File: src/dnc_consts.svh
`ifndef DNC_CONSTS_SVH
`define DNC_CONSTS_SVH

// ----------------------------------------------------------------
// Register offsets
// ----------------------------------------------------------------
`define DNC_OFS_TW_B0        8'h30
`define DNC_OFS_TW_B1        8'h31
`define DNC_OFS_TW_B2        8'h32
`define DNC_OFS_TW_B3        8'h33
`define DNC_OFS_PHASE_LO     8'h34
`define DNC_OFS_PHASE_HI     8'h35
`define DNC_OFS_UPDATE_CTL   8'h36
`define DNC_OFS_IQP_LO       8'h38
`define DNC_OFS_IQP_HI       8'h39
`define DNC_OFS_QQP_LO       8'h3a
`define DNC_OFS_QQP_HI       8'h3b
`define DNC_OFS_IOFS_LO      8'h3c
`define DNC_OFS_IOFS_HI      8'h3d
`define DNC_OFS_QOFS_LO      8'h3e
`define DNC_OFS_QOFS_HI      8'h3f
`define DNC_OFS_ITRIM_LO     8'h40
`define DNC_OFS_ICONV_CTL    8'h41
`define DNC_OFS_IAUX_LO      8'h42

// ----------------------------------------------------------------
// Field positions
// ----------------------------------------------------------------
`define DNC_BIT_UPD_REQ      0
`define DNC_BIT_UPD_ACK      1
`define DNC_BIT_MRK_REQ      4
`define DNC_BIT_MRK_ACK      5
`define DNC_BIT_ICONV_SLEEP  7

// ----------------------------------------------------------------
// Reset values
// ----------------------------------------------------------------
`define DNC_RST_BYTE         8'h00
`define DNC_RST_ITRIM_LO     8'hf9
`define DNC_RST_ITRIM_HI     2'h1

// ----------------------------------------------------------------
// Timing
// ----------------------------------------------------------------
`define DNC_CLK_PERIOD_NS    4
`define DNC_MARKER_EXT_NS    16
`define DNC_MARKER_EXT_CYC   ((`DNC_MARKER_EXT_NS + `DNC_CLK_PERIOD_NS - 1) \
                              / `DNC_CLK_PERIOD_NS)

`endif

File: src/dnc_pkg.sv
package dnc_pkg;

    typedef enum logic [0:0]
    {
        DNC_MK_IDLE  = 1'b0,
        DNC_MK_ARMED = 1'b1
    } dnc_mk_state_t;

    typedef logic [7:0]  dnc_byte_t;
    typedef logic [31:0] dnc_word_t;

endpackage

File: src/dnc_rise_detect.sv
`timescale 1ns/1ns
module dnc_rise_detect
    import dnc_pkg::*;
(
    input  wire logic clk_sys,
    input  wire logic sys_rst,
    input  wire logic level_in,
    output logic      rise_pulse
);

    logic prev_r;

    always_ff @(posedge clk_sys)
    begin
        if (sys_rst)
            prev_r <= 1'b0;
        else
            prev_r <= level_in;
    end

    // Only a 0 to 1 step counts; holding 1 does nothing
    assign rise_pulse = level_in & ~prev_r;

endmodule

File: src/dnc_sample_offset.sv
`timescale 1ns/1ns
module dnc_sample_offset
    import dnc_pkg::*;
#(
    parameter int W = 16
)
(
    input  wire logic         clk_sys,
    input  wire logic         sys_rst,
    input  wire logic [W-1:0] sample_in,
    input  wire logic [W-1:0] offset_in,
    output logic      [W-1:0] sample_out
);

    logic [W-1:0] sum_nxt;

    // Wraps modulo 2^W; no saturation
    assign sum_nxt = W'(sample_in + offset_in);

    always_ff @(posedge clk_sys)
    begin
        if (sys_rst)
            sample_out <= '0;
        else
            sample_out <= sum_nxt;
    end

endmodule

File: src/dnc_regs.sv
`timescale 1ns/1ns
`include "dnc_consts.svh"
module dnc_regs
    import dnc_pkg::*;
#(
    parameter int MARKER_EXT_CYCLES = `DNC_MARKER_EXT_CYC,
    parameter int SAMPLE_W          = 16
)
(
    input  wire logic                clk_sys,
    input  wire logic                sys_rst,
    input  wire logic                cfg_wr_en,
    input  wire logic                cfg_rd_en,
    input  wire logic [7:0]          cfg_addr,
    input  wire logic [7:0]          cfg_wr_data,
    output logic      [7:0]          cfg_rd_data,
    output logic                     cfg_rd_valid,
    input  wire logic                marker_pin,
    input  wire logic [SAMPLE_W-1:0] i_sample_in,
    input  wire logic [SAMPLE_W-1:0] q_sample_in,
    output logic      [SAMPLE_W-1:0] i_sample_out,
    output logic      [SAMPLE_W-1:0] q_sample_out,
    output logic      [31:0]         frequency_tuning_word,
    output logic      [31:0]         carrier_phase,
    output logic                     carrier_reset_pulse,
    output logic      [9:0]          i_quad_phase,
    output logic      [9:0]          q_quad_phase,
    output logic      [9:0]          i_fullscale_trim,
    output logic                     i_converter_sleep,
    output logic      [9:0]          i_aux_current
);

    // ------------------------------------------------------------
    // Storage
    // ------------------------------------------------------------
    dnc_byte_t      tw_byte_r [4];
    logic [15:0]    phase_ofs_r;
    logic           upd_req_r;
    logic           upd_ack_r;
    logic           mrk_req_r;
    logic           mrk_ack_r;
    logic [9:0]     iqp_r;
    logic [9:0]     qqp_r;
    logic [15:0]    iofs_r;
    logic [15:0]    qofs_r;
    logic [9:0]     itrim_r;
    logic           isleep_r;
    logic [7:0]     iaux_lo_r;
    dnc_word_t      tw_active_r;
    dnc_word_t      phase_acc_r;
    dnc_mk_state_t  mk_state_r;
    dnc_mk_state_t  mk_state_nxt;
    logic           mk_sync1_r;
    logic           mk_sync2_r;
    logic [7:0]     mk_cnt_r;
    logic           carrier_rst_r;
    logic [7:0]     rd_data_nxt;

    // ------------------------------------------------------------
    // Address decode
    // ------------------------------------------------------------
    wire wr_tw0   = cfg_wr_en && (cfg_addr == `DNC_OFS_TW_B0);
    wire wr_tw1   = cfg_wr_en && (cfg_addr == `DNC_OFS_TW_B1);
    wire wr_tw2   = cfg_wr_en && (cfg_addr == `DNC_OFS_TW_B2);
    wire wr_tw3   = cfg_wr_en && (cfg_addr == `DNC_OFS_TW_B3);
    wire wr_ph_lo = cfg_wr_en && (cfg_addr == `DNC_OFS_PHASE_LO);
    wire wr_ph_hi = cfg_wr_en && (cfg_addr == `DNC_OFS_PHASE_HI);
    wire wr_upd   = cfg_wr_en && (cfg_addr == `DNC_OFS_UPDATE_CTL);
    wire wr_iqplo = cfg_wr_en && (cfg_addr == `DNC_OFS_IQP_LO);
    wire wr_iqphi = cfg_wr_en && (cfg_addr == `DNC_OFS_IQP_HI);
    wire wr_qqplo = cfg_wr_en && (cfg_addr == `DNC_OFS_QQP_LO);
    wire wr_qqphi = cfg_wr_en && (cfg_addr == `DNC_OFS_QQP_HI);
    wire wr_iolo  = cfg_wr_en && (cfg_addr == `DNC_OFS_IOFS_LO);
    wire wr_iohi  = cfg_wr_en && (cfg_addr == `DNC_OFS_IOFS_HI);
    wire wr_qolo  = cfg_wr_en && (cfg_addr == `DNC_OFS_QOFS_LO);
    wire wr_qohi  = cfg_wr_en && (cfg_addr == `DNC_OFS_QOFS_HI);
    wire wr_trim  = cfg_wr_en && (cfg_addr == `DNC_OFS_ITRIM_LO);
    wire wr_ictl  = cfg_wr_en && (cfg_addr == `DNC_OFS_ICONV_CTL);
    wire wr_iaux  = cfg_wr_en && (cfg_addr == `DNC_OFS_IAUX_LO);

    wire upd_req_wbit = cfg_wr_data[`DNC_BIT_UPD_REQ];
    wire mrk_req_wbit = cfg_wr_data[`DNC_BIT_MRK_REQ];

    // ------------------------------------------------------------
    // Configuration writes
    // ------------------------------------------------------------
    always_ff @(posedge clk_sys)
    begin
        if (sys_rst)
        begin
            for (int k = 0; k < 4; k++)
                tw_byte_r[k] <= `DNC_RST_BYTE;
        end
        else
        begin
            // Staged only; the oscillator keeps tw_active_r
            if (wr_tw0) tw_byte_r[0] <= cfg_wr_data;
            if (wr_tw1) tw_byte_r[1] <= cfg_wr_data;
            if (wr_tw2) tw_byte_r[2] <= cfg_wr_data;
            if (wr_tw3) tw_byte_r[3] <= cfg_wr_data;
        end
    end

    always_ff @(posedge clk_sys)
    begin
        if (sys_rst)
        begin
            phase_ofs_r <= {`DNC_RST_BYTE, `DNC_RST_BYTE};
            iqp_r       <= 10'h000;
            qqp_r       <= 10'h000;
        end
        else
        begin
            if (wr_ph_lo) phase_ofs_r[7:0]  <= cfg_wr_data;
            if (wr_ph_hi) phase_ofs_r[15:8] <= cfg_wr_data;
            if (wr_iqplo) iqp_r[7:0] <= cfg_wr_data;
            if (wr_iqphi) iqp_r[9:8] <= cfg_wr_data[1:0];
            if (wr_qqplo) qqp_r[7:0] <= cfg_wr_data;
            if (wr_qqphi) qqp_r[9:8] <= cfg_wr_data[1:0];
        end
    end

    always_ff @(posedge clk_sys)
    begin
        if (sys_rst)
        begin
            iofs_r <= {`DNC_RST_BYTE, `DNC_RST_BYTE};
            qofs_r <= {`DNC_RST_BYTE, `DNC_RST_BYTE};
        end
        else
        begin
            if (wr_iolo) iofs_r[7:0]  <= cfg_wr_data;
            if (wr_iohi) iofs_r[15:8] <= cfg_wr_data;
            if (wr_qolo) qofs_r[7:0]  <= cfg_wr_data;
            if (wr_qohi) qofs_r[15:8] <= cfg_wr_data;
        end
    end

    always_ff @(posedge clk_sys)
    begin
        if (sys_rst)
        begin
            itrim_r   <= {`DNC_RST_ITRIM_HI, `DNC_RST_ITRIM_LO};
            isleep_r  <= 1'b0;
            iaux_lo_r <= `DNC_RST_BYTE;
        end
        else
        begin
            if (wr_trim) itrim_r[7:0] <= cfg_wr_data;
            if (wr_ictl)
            begin
                itrim_r[9:8] <= cfg_wr_data[1:0];
                isleep_r     <= cfg_wr_data[`DNC_BIT_ICONV_SLEEP];
            end
            if (wr_iaux) iaux_lo_r <= cfg_wr_data;
        end
    end

    // ------------------------------------------------------------
    // Update request and acknowledge
    // ------------------------------------------------------------
    logic upd_rise;
    logic mrk_rise;

    always_ff @(posedge clk_sys)
    begin
        if (sys_rst)
        begin
            upd_req_r <= 1'b0;
            mrk_req_r <= 1'b0;
        end
        else if (wr_upd)
        begin
            upd_req_r <= upd_req_wbit;
            mrk_req_r <= mrk_req_wbit;
        end
    end

    dnc_rise_detect u_upd_rise
    (
        .clk_sys    (clk_sys),
        .sys_rst    (sys_rst),
        .level_in   (upd_req_r),
        .rise_pulse (upd_rise)
    );

    dnc_rise_detect u_mrk_rise
    (
        .clk_sys    (clk_sys),
        .sys_rst    (sys_rst),
        .level_in   (mrk_req_r),
        .rise_pulse (mrk_rise)
    );

    // Clearing the request bit clears its ack; a new set wins
    wire upd_ack_clr = wr_upd && !upd_req_wbit;
    wire mrk_ack_clr = wr_upd && !mrk_req_wbit;

    always_ff @(posedge clk_sys)
    begin
        if (sys_rst)
            tw_active_r <= 32'h0000_0000;
        else if (upd_rise)
            tw_active_r <= {tw_byte_r[3], tw_byte_r[2],
                            tw_byte_r[1], tw_byte_r[0]};
    end

    always_ff @(posedge clk_sys)
    begin
        if (sys_rst)
            upd_ack_r <= 1'b0;
        else if (upd_rise)
            upd_ack_r <= 1'b1;
        else if (upd_ack_clr)
            upd_ack_r <= 1'b0;
    end

    // ------------------------------------------------------------
    // Burst marker input
    // ------------------------------------------------------------
    always_ff @(posedge clk_sys)
    begin
        if (sys_rst)
        begin
            mk_sync1_r <= 1'b0;
            mk_sync2_r <= 1'b0;
        end
        else
        begin
            mk_sync1_r <= marker_pin;
            mk_sync2_r <= mk_sync1_r;
        end
    end

    // Counter saturates so one long pulse yields one event only
    wire mk_cnt_full = (mk_cnt_r == 8'(MARKER_EXT_CYCLES));
    wire mk_extended = mk_sync2_r &&
                       (mk_cnt_r == 8'(MARKER_EXT_CYCLES - 1));

    always_ff @(posedge clk_sys)
    begin
        if (sys_rst)
            mk_cnt_r <= 8'h00;
        else if (!mk_sync2_r)
            mk_cnt_r <= 8'h00;
        else if (!mk_cnt_full)
            mk_cnt_r <= 8'(mk_cnt_r + 8'h01);
    end

    // ------------------------------------------------------------
    // Marker reset sequencer
    // ------------------------------------------------------------
    always_comb
    begin
        mk_state_nxt = mk_state_r;
        unique case (mk_state_r)
            DNC_MK_IDLE:
                if (mrk_rise)
                    mk_state_nxt = DNC_MK_ARMED;
            DNC_MK_ARMED:
                if (mk_extended)
                    mk_state_nxt = DNC_MK_IDLE;
        endcase
    end

    // Only the first qualifying pulse after arming acts
    wire carrier_rst_nxt = (mk_state_r == DNC_MK_ARMED) && mk_extended;

    always_ff @(posedge clk_sys)
    begin
        if (sys_rst)
        begin
            mk_state_r    <= DNC_MK_IDLE;
            carrier_rst_r <= 1'b0;
        end
        else
        begin
            mk_state_r    <= mk_state_nxt;
            carrier_rst_r <= carrier_rst_nxt;
        end
    end

    always_ff @(posedge clk_sys)
    begin
        if (sys_rst)
            mrk_ack_r <= 1'b0;
        else if (carrier_rst_r)
            mrk_ack_r <= 1'b1;
        else if (mrk_ack_clr)
            mrk_ack_r <= 1'b0;
    end

    // ------------------------------------------------------------
    // Carrier oscillator phase accumulator
    // ------------------------------------------------------------
    // Offset sits in the top half; wraps as a signed turn fraction
    wire [31:0] phase_load = {phase_ofs_r, 16'h0000};

    always_ff @(posedge clk_sys)
    begin
        if (sys_rst)
            phase_acc_r <= 32'h0000_0000;
        else if (carrier_rst_r)
            phase_acc_r <= phase_load;
        else
            phase_acc_r <= 32'(phase_acc_r + tw_active_r);
    end

    // ------------------------------------------------------------
    // Datapath offset correction
    // ------------------------------------------------------------
    dnc_sample_offset #(.W(SAMPLE_W)) u_i_offset
    (
        .clk_sys    (clk_sys),
        .sys_rst    (sys_rst),
        .sample_in  (i_sample_in),
        .offset_in  (SAMPLE_W'(iofs_r)),
        .sample_out (i_sample_out)
    );

    dnc_sample_offset #(.W(SAMPLE_W)) u_q_offset
    (
        .clk_sys    (clk_sys),
        .sys_rst    (sys_rst),
        .sample_in  (q_sample_in),
        .offset_in  (SAMPLE_W'(qofs_r)),
        .sample_out (q_sample_out)
    );

    // ------------------------------------------------------------
    // Readback
    // ------------------------------------------------------------
    wire [7:0] upd_ctl_rd = {2'b00,
                             mrk_ack_r, mrk_req_r,
                             2'b00,
                             upd_ack_r, upd_req_r};

    always_comb
    begin
        rd_data_nxt = 8'h00;
        case (cfg_addr)
            `DNC_OFS_TW_B0:      rd_data_nxt = tw_byte_r[0];
            `DNC_OFS_TW_B1:      rd_data_nxt = tw_byte_r[1];
            `DNC_OFS_TW_B2:      rd_data_nxt = tw_byte_r[2];
            `DNC_OFS_TW_B3:      rd_data_nxt = tw_byte_r[3];
            `DNC_OFS_PHASE_LO:   rd_data_nxt = phase_ofs_r[7:0];
            `DNC_OFS_PHASE_HI:   rd_data_nxt = phase_ofs_r[15:8];
            `DNC_OFS_UPDATE_CTL: rd_data_nxt = upd_ctl_rd;
            `DNC_OFS_IQP_LO:     rd_data_nxt = iqp_r[7:0];
            `DNC_OFS_IQP_HI:     rd_data_nxt = {6'h00, iqp_r[9:8]};
            `DNC_OFS_QQP_LO:     rd_data_nxt = qqp_r[7:0];
            `DNC_OFS_QQP_HI:     rd_data_nxt = {6'h00, qqp_r[9:8]};
            `DNC_OFS_IOFS_LO:    rd_data_nxt = iofs_r[7:0];
            `DNC_OFS_IOFS_HI:    rd_data_nxt = iofs_r[15:8];
            `DNC_OFS_QOFS_LO:    rd_data_nxt = qofs_r[7:0];
            `DNC_OFS_QOFS_HI:    rd_data_nxt = qofs_r[15:8];
            `DNC_OFS_ITRIM_LO:   rd_data_nxt = itrim_r[7:0];
            `DNC_OFS_ICONV_CTL:  rd_data_nxt = {isleep_r, 5'h00,
                                                itrim_r[9:8]};
            `DNC_OFS_IAUX_LO:    rd_data_nxt = iaux_lo_r;
            default:             rd_data_nxt = 8'h00;
        endcase
    end

    always_ff @(posedge clk_sys)
    begin
        if (sys_rst)
        begin
            cfg_rd_data  <= 8'h00;
            cfg_rd_valid <= 1'b0;
        end
        else
        begin
            cfg_rd_valid <= cfg_rd_en;
            if (cfg_rd_en)
                cfg_rd_data <= rd_data_nxt;
        end
    end

    // ------------------------------------------------------------
    // Outputs
    // ------------------------------------------------------------
    assign frequency_tuning_word = tw_active_r;
    assign carrier_phase         = phase_acc_r;
    assign carrier_reset_pulse   = carrier_rst_r;
    assign i_quad_phase          = iqp_r;
    assign q_quad_phase          = qqp_r;
    assign i_fullscale_trim      = itrim_r;
    assign i_converter_sleep     = isleep_r;
    // Upper code bits live in a register outside this slice
    assign i_aux_current         = {2'b00, iaux_lo_r};

endmodule

File: config.mk
export PLATFORM = sky130hd
export DESIGN_NAME = dnc_regs
export DESIGN_NICKNAME = d
export VERILOG_FILES = /design/src/dnc_pkg.sv /design/src/dnc_rise_detect.sv /design/src/dnc_sample_offset.sv /design/src/dnc_regs.sv
export VERILOG_INCLUDE_DIRS = /design/src
export SDC_FILE = /design/constraint.sdc
export NUM_CORES = 1
export LEC_CHECK = 0
export BUFFER_PORTS_ARGS = -buffer_cell sky130_fd_sc_hd__buf_2
export CORE_MARGIN = 10
export CORE_UTILIZATION = 47
export CTS_BUF_LIST = sky130_fd_sc_hd__clkbuf_4 sky130_fd_sc_hd__clkbuf_8 sky130_fd_sc_hd__clkbuf_16
export DETAILED_ROUTE_END_ITERATION = 10
export PLACE_DENSITY = 0.71
export SLEW_MARGIN = 5
export SYNTH_ARGS = -nofsm -noshare
export SYNTH_HDL_FRONTEND = slang
export SYNTH_SLANG_ARGS = --single-unit
File: constraint.sdc
create_clock -name clk_sys -period 2.7 [get_ports clk_sys]
set_input_delay 0.135 -clock clk_sys [delete_from_list [all_inputs] [get_ports clk_sys]]
set_output_delay 0.135 -clock clk_sys [all_outputs]
set_load 0.005 [all_outputs]
---- Yosys cells after proc, flatten, opt, wreduce, memory -nomap -nowiden ----
Memory sizes are Yosys's and may differ from the RTL's.
Index checks and enable logic that the tools add are counted.
Widths: inputs -> output; s select.
word-level totals
  memories ................................ 1
  flip-flop bits (word level) ............. 210
  input port bits ......................... 53
  logic and storage cells ................. 122
  RAM bits ................................ 32
memory list
  memory     words  width  rd ports  clocked after memory_dff  write ports  RTL line        text
  tw_byte_r  4      8      4         0                         4            dnc_regs.sv:36  dnc_byte_t tw_byte_r [4];
operators by class
  add/sub/neg operators ................... 4
  bitwise logic cells ..................... 10
  mux-type cells .......................... 27
  equal/unequal tests ..................... 20
  reduce and logical (&&, ||, !) cells .... 28
operators with widths
  operator             count
  $pmux 8 s18          1
  $eq 8x6->1 const B   15
  $add 16x16->16       2
  $add 32x32->32       1
  $mux 32              1
  $mux 8               4
  $eq 8x7->1 const B   3
  $logic_and 1x1->1    22
  $mux 1               20
  $add 8x1->8 const B  1
  $eq 8x2->1 const B   1
  $eq 8x3->1 const B   1
  $not 1->1            4
  $or 1x1->1           4
  $reduce_bool 2->1    2
  $reduce_or 2->1      2
  $and 1x1->1          2
  $logic_not 1->1      2
  $pmux 1 s2           1

---- Depth between registers and ports, before layout ----
  depth after elaboration ................. 6
  depth in mapped cells ................... 10

---- By module ----
From an unflattened synthesis, not the netlist that was laid out.
unflattened totals
  cell total of the unflattened synthesis .. 1399
  area, all modules ....................... 12430.7 um2
modules (own cells, without submodules)
  module                          cells each  times used  sequential area each (um2)  area each (um2)
  dnc_regs                        1131        1           4484.3                      10072.2
  dnc_sample_offset (u_i_offset)  134         1           320.3                       1148.6
  dnc_sample_offset (u_q_offset)  128         1           320.3                       1114.8
  dnc_rise_detect                 3           2           20.0                        47.5

---- Worst setup path before layout ----
No wires, ideal clock.
  path type ............................... flip-flop to flip-flop
  start point ............................. register tw_active_r[0], in the netlist frequency_tuning_word[0], read port of tw_byte_r
  end point ............................... register phase_acc_r[28], in the netlist carrier_phase[28]
  period minus slack after synthesis ...... 2.510 ns
  required time ........................... 2.583 ns
  cell stages (with the launch flop) ...... 10
  arrival time ............................ 2.392 ns
  buffers on the path ..................... 0
  path slack .............................. 0.190 ns
  path through ............................ dfxtp_1 ha_1 fa_1 a211oi_2 o211a_1 nor4_4 o2111ai_2 a21oi_1 or3_1 a32o_1
on the way
  cells in the longest elaborated chain, start to end .. 2
ends and longest elaborated chain
  what                    RTL line         text
  start: declaration      dnc_regs.sv:49   dnc_word_t tw_active_r;
  $add 32x32->32          dnc_regs.sv:306  phase_acc_r <= 32'(phase_acc_r + tw_active_r);
  $mux 32                 dnc_regs.sv:303  else if (carrier_rst_r)
  end signal: assignment  dnc_regs.sv:304  phase_acc_r <= phase_load;
  end signal: assignment  dnc_regs.sv:306
  end: declaration        dnc_regs.sv:50   dnc_word_t phase_acc_r;
Every way passes these cells.
A chain may end at the register's enable or synchronous reset.

---- Final worst setup path ----
  start point ............................. register tw_active_r[0], in the netlist frequency_tuning_word[0], read port of tw_byte_r
  end point ............................... register phase_acc_r[24], in the netlist carrier_phase[24]
The elaborated chain is that of the path after synthesis.

==> results.sh <==
export IMPL_ys_seq_elements=242
export IMPL_cap_viol_max_count=0
export IMPL_viasPerCell=5.852
export IMPL_cp_end_kind="register"
export IMPL_p_sw_share_pct=23.34
export IMPL_first_global_vias=11084
export IMPL_crit_arrival_ns=2.99
export IMPL_finalWirelength_um=41140
export IMPL_worstSetupPathType="register to register"
export IMPL_synth_area_per_cell_um2=8.666
export IMPL_p_seq_share_pct=46.3
export IMPL_synth_edf_count=32
export IMPL_synth_top_area_cell="dfxtp_1"
export IMPL_die_h_um=181.2
export IMPL_synth_xor_area_share_pct=3.584
export IMPL_p_comb_share_pct=5.3
export IMPL_overflow=0
export IMPL_path_max_fanout=4
export IMPL_fin_skew_ns=0.01794
export IMPL_cp_startpoint="frequency_tuning_word[0]"
export IMPL_hold_class="primary input to register"
export IMPL_coreArea_mm2=0.02540
export IMPL_clockBufferDepth=3
export IMPL_synthCells=1410
export IMPL_globalplace_congestion=0.9137
export IMPL_power_density_mw_per_mm2=548.8
export IMPL_path_clk_slew_ns=0.06
export IMPL_rsz0062_at_grt="false"
export IMPL_hold_violations=0
export IMPL_drtAntennaViolNets=0
export IMPL_max_freq_mhz=390.2
export IMPL_die_w_um=181.2
export IMPL_tritoncts="yes"
export IMPL_portBuffers=197
export IMPL_p_int_w=0.006184
export IMPL_ys_top_cells_by_area="dfxtp_1 34%, edfxtp_1 7.9%, ha_1 6.5%"
export IMPL_clock_power_share_pct=48.4
export IMPL_rows=58
export IMPL_power_w=0.008067
export IMPL_grt_first_pass_wirelength_um=63590
export IMPL_layout_min_cycle_time_ns=2.563
export IMPL_synthFlopType="dfxtp_1"
export IMPL_critPathRequiredTime_ns=3.13
export IMPL_synth_top_area_share_pct=34.41
export IMPL_ioPinCount=200
export IMPL_start_kind="register"
export IMPL_cts_sinks=242
export IMPL_layout_nets=1724
export IMPL_synth_top_family_by_area="compound AO/OA/AOI/OAI gates"
export IMPL_drive_gt1_share_pct=20.17
export IMPL_synthMuxAreaShare_pct=4.137
export IMPL_outcome="finished, final reports clean"
export IMPL_seq_area_frac_synth_pct=42.27
export IMPL_synth_distinct_cells=77
export IMPL_place_area_mm2=0.01363
export IMPL_cts_max_level=1
export IMPL_dieArea_mm2=0.03285
export IMPL_area_growth_pct=20.29
export IMPL_slew_headroom_pct=27.75
export IMPL_dpl_hpwl_um=30570
export IMPL_p_leak_nw=6.321
export IMPL_cts_root_buf="clkbuf_16"
export IMPL_reg2reg_from="frequency_tuning_word[0]"
export IMPL_synth_compound_area_share_pct=20.56
export IMPL_p_sw_w=0.001883
export IMPL_yosys_area_share_simple_pct=18.74
export IMPL_setup_viol=0
export IMPL_drc_errors=0
export IMPL_dp_cells=1898
export IMPL_cts_buffers=27
export IMPL_hold_worst_slack_ns=0.01204
export IMPL_yosysWarnings=0
export IMPL_antenna_found_initial=2
export IMPL_worst_pin_slew_ns=1.080
export IMPL_final_area_mm2=0.01470
export IMPL_period_share_pct=94.91
export IMPL_initial_utilization_pct=48.11
export IMPL_insertion_delay_ns=0.55
export IMPL_track_usage_pct=23.72
export IMPL_wl_per_cell_um=21.02
export IMPL_fin_tns_setup_ns=0
export IMPL_ir_drop_mv=0.4298
export IMPL_synthAdderAreaFrac_pct=6.942
export IMPL_async_flop_share_pct=0
export IMPL_firstDrtPassIters=6
export IMPL_grt_max_degree=48
export IMPL_vias=11453
export IMPL_drv_slew=0
export IMPL_syn_cell_area_mm2=0.01222
export IMPL_stdcell_count=1957
export IMPL_drtIter0Drc=1199
export IMPL_hp_start="q_sample_in[1]"
export IMPL_num_fill_cells=2352
-- per-layer routing --
| layer | track usage, % | vias to the layer above | share of wire (%) |
|---|---|---|---|
| met5 | 0 | - | 0.049 |
| met1 | 31.68 | 5448 | 42 |
| met3 | 4.715 | 75 | 9.2 |
| li1 | - | 5408 | - |
| met2 | 37.90 | 520 | 46 |
| met4 | 6.964 | 2 | 2.6 |
-- power by group through the flow --
| stage | clock network (W) | logic (W) | registers (W) |
|---|---|---|---|
| floorplan | 0 | 0.000225 | 0.00380 |
| global placement | 0 | 0.000409 | 0.00381 |
| detailed placement | 0 | 0.000413 | 0.00381 |
| CTS | 0.00393 | 0.000422 | 0.00373 |
| global route | 0.00408 | 0.000459 | 0.00374 |
| finish | 0.00391 | 0.000426 | 0.00373 |
-- logic make-up (layout without fill, tap and decap cells) --
kind of cell / Yosys count / count (layout)
DFF: 242 / 242
and+or+nand+nor: 498 / 498
buffers and inverters: 109 / 324
AOI/OAI and AO/OA: 397 / 397
adders and majority gates: 66 / 66
xor gates and xnor gates: 50 / 50
muxes: 47 / 47
other: 1 / 3
-- what timing repair did --
| item | 4_1_cts | 5_1_grt |
|---|---|---|
| setup buffers | 0 | 1 |
| gates resized for setup | 1 | 8 |
| cloned | 0 | 0 |
| hold endpoints to repair | 7 | 0 |
| pin swaps | 3 | 7 |
| endpoints found under the setup margin | 2 | 2 |
| hold buffers | 7 | 0 |
-- cells in the mapped netlist (all sizes together) (3+ instances only) --
master     n
dfxtp    210
nand2    197
a21oi    155
nor2     125
o21ai     72
ha        63
clkbuf    58
nand3     50
and2      38
mux2i     37
a21o      33
edfxtp    32
buf       28
xor2      27
xnor2     23
inv       22
nor2b     20
a22oi     19
nor3      18
a22o      16
o211ai    15
a31oi     14
and3      13
o21bai    12
mux2       8
nand3b     7
a211oi     6
nand2b     6
or3        6
a222oi     5
a32o       5
nor4       5
o2111ai    5
o21a       5
a221oi     4
or2        4
a211o      3
a32oi      3
a41oi      3
fa         3
nand4      3
o22ai      3
-- path summary, 6_finish.rpt --
kind,to,slack (ns),cells past startpoint
worst max-delay path,carrier_phase[24],0.14,9
worst min-delay path,u_q_offset.sample_out[1],0.01,3
worst max register to register,carrier_phase[24],0.14,9
worst min register to register,mk_sync2_r,0.45,1
-- area by class of cell --
type	count	area [um2]	area share (%)
Antenna cell	1	2.502	0.01702
Clock buffer	39	832.0	5.661
Clock inverter	11	116.4	0.7916
Inverter	23	86.33	0.5873
Multi-Input combinational cell	1060	6645	45.21
Sequential cell	242	5167	35.15
Tap cell	330	412.9	2.809
Timing Repair Buffer	251	1436	9.772
-- critical path: stages (launching register included) --
cell	delay, ns
dfxtp_2	0.34
ha_4	0.17
fa_2	0.39
a211oi_4	0.29
o211a_1	0.26
nor4_4	0.08
o2111ai_4	0.27
a21oi_2	0.10
or3_1	0.31
a32o_1	0.24
-- flip-flops by register name, indices dropped and copies added (netlist names), 10 cells and up --
signal                 count
carrier_phase             32
frequency_tuning_word     32
tw_byte_r                 32
iofs_r                    16
phase_ofs_r               16
qofs_r                    16
u_i_offset.sample_out     16
u_q_offset.sample_out     16
i_fullscale_trim          10
i_quad_phase              10
q_quad_phase              10
-- layout by cell type, fill, tap and decap left out, drive strengths merged, types with 7 or more instances in the layout --
cell type / count
buf: 244
dfxtp: 210
nand2: 197
a21oi: 155
nor2: 125
o21ai: 72
ha: 63
nand3: 50
clkbuf: 39
and2: 38
mux2i: 37
a21o: 33
edfxtp: 32
xor2: 27
xnor2: 23
inv: 23
nor2b: 20
a22oi: 19
nor3: 18
a22o: 16
o211ai: 15
a31oi: 14
and3: 13
o21bai: 12
mux2: 8
dlygate4sd3: 7
nand3b: 7
-- metrics by stage --
step	util, %	setup WS (ns)
2_1_floorplan	-	0.1903
3_3_place_gp	53.65	0.03147
3_5_place_dp	53.65	-0.02777
4_1_cts	57.67	0.04290
5_1_grt	57.87	0.03049
6_report	57.87	0.1375
No activity file was read; power rests on OpenSTA's default activity.
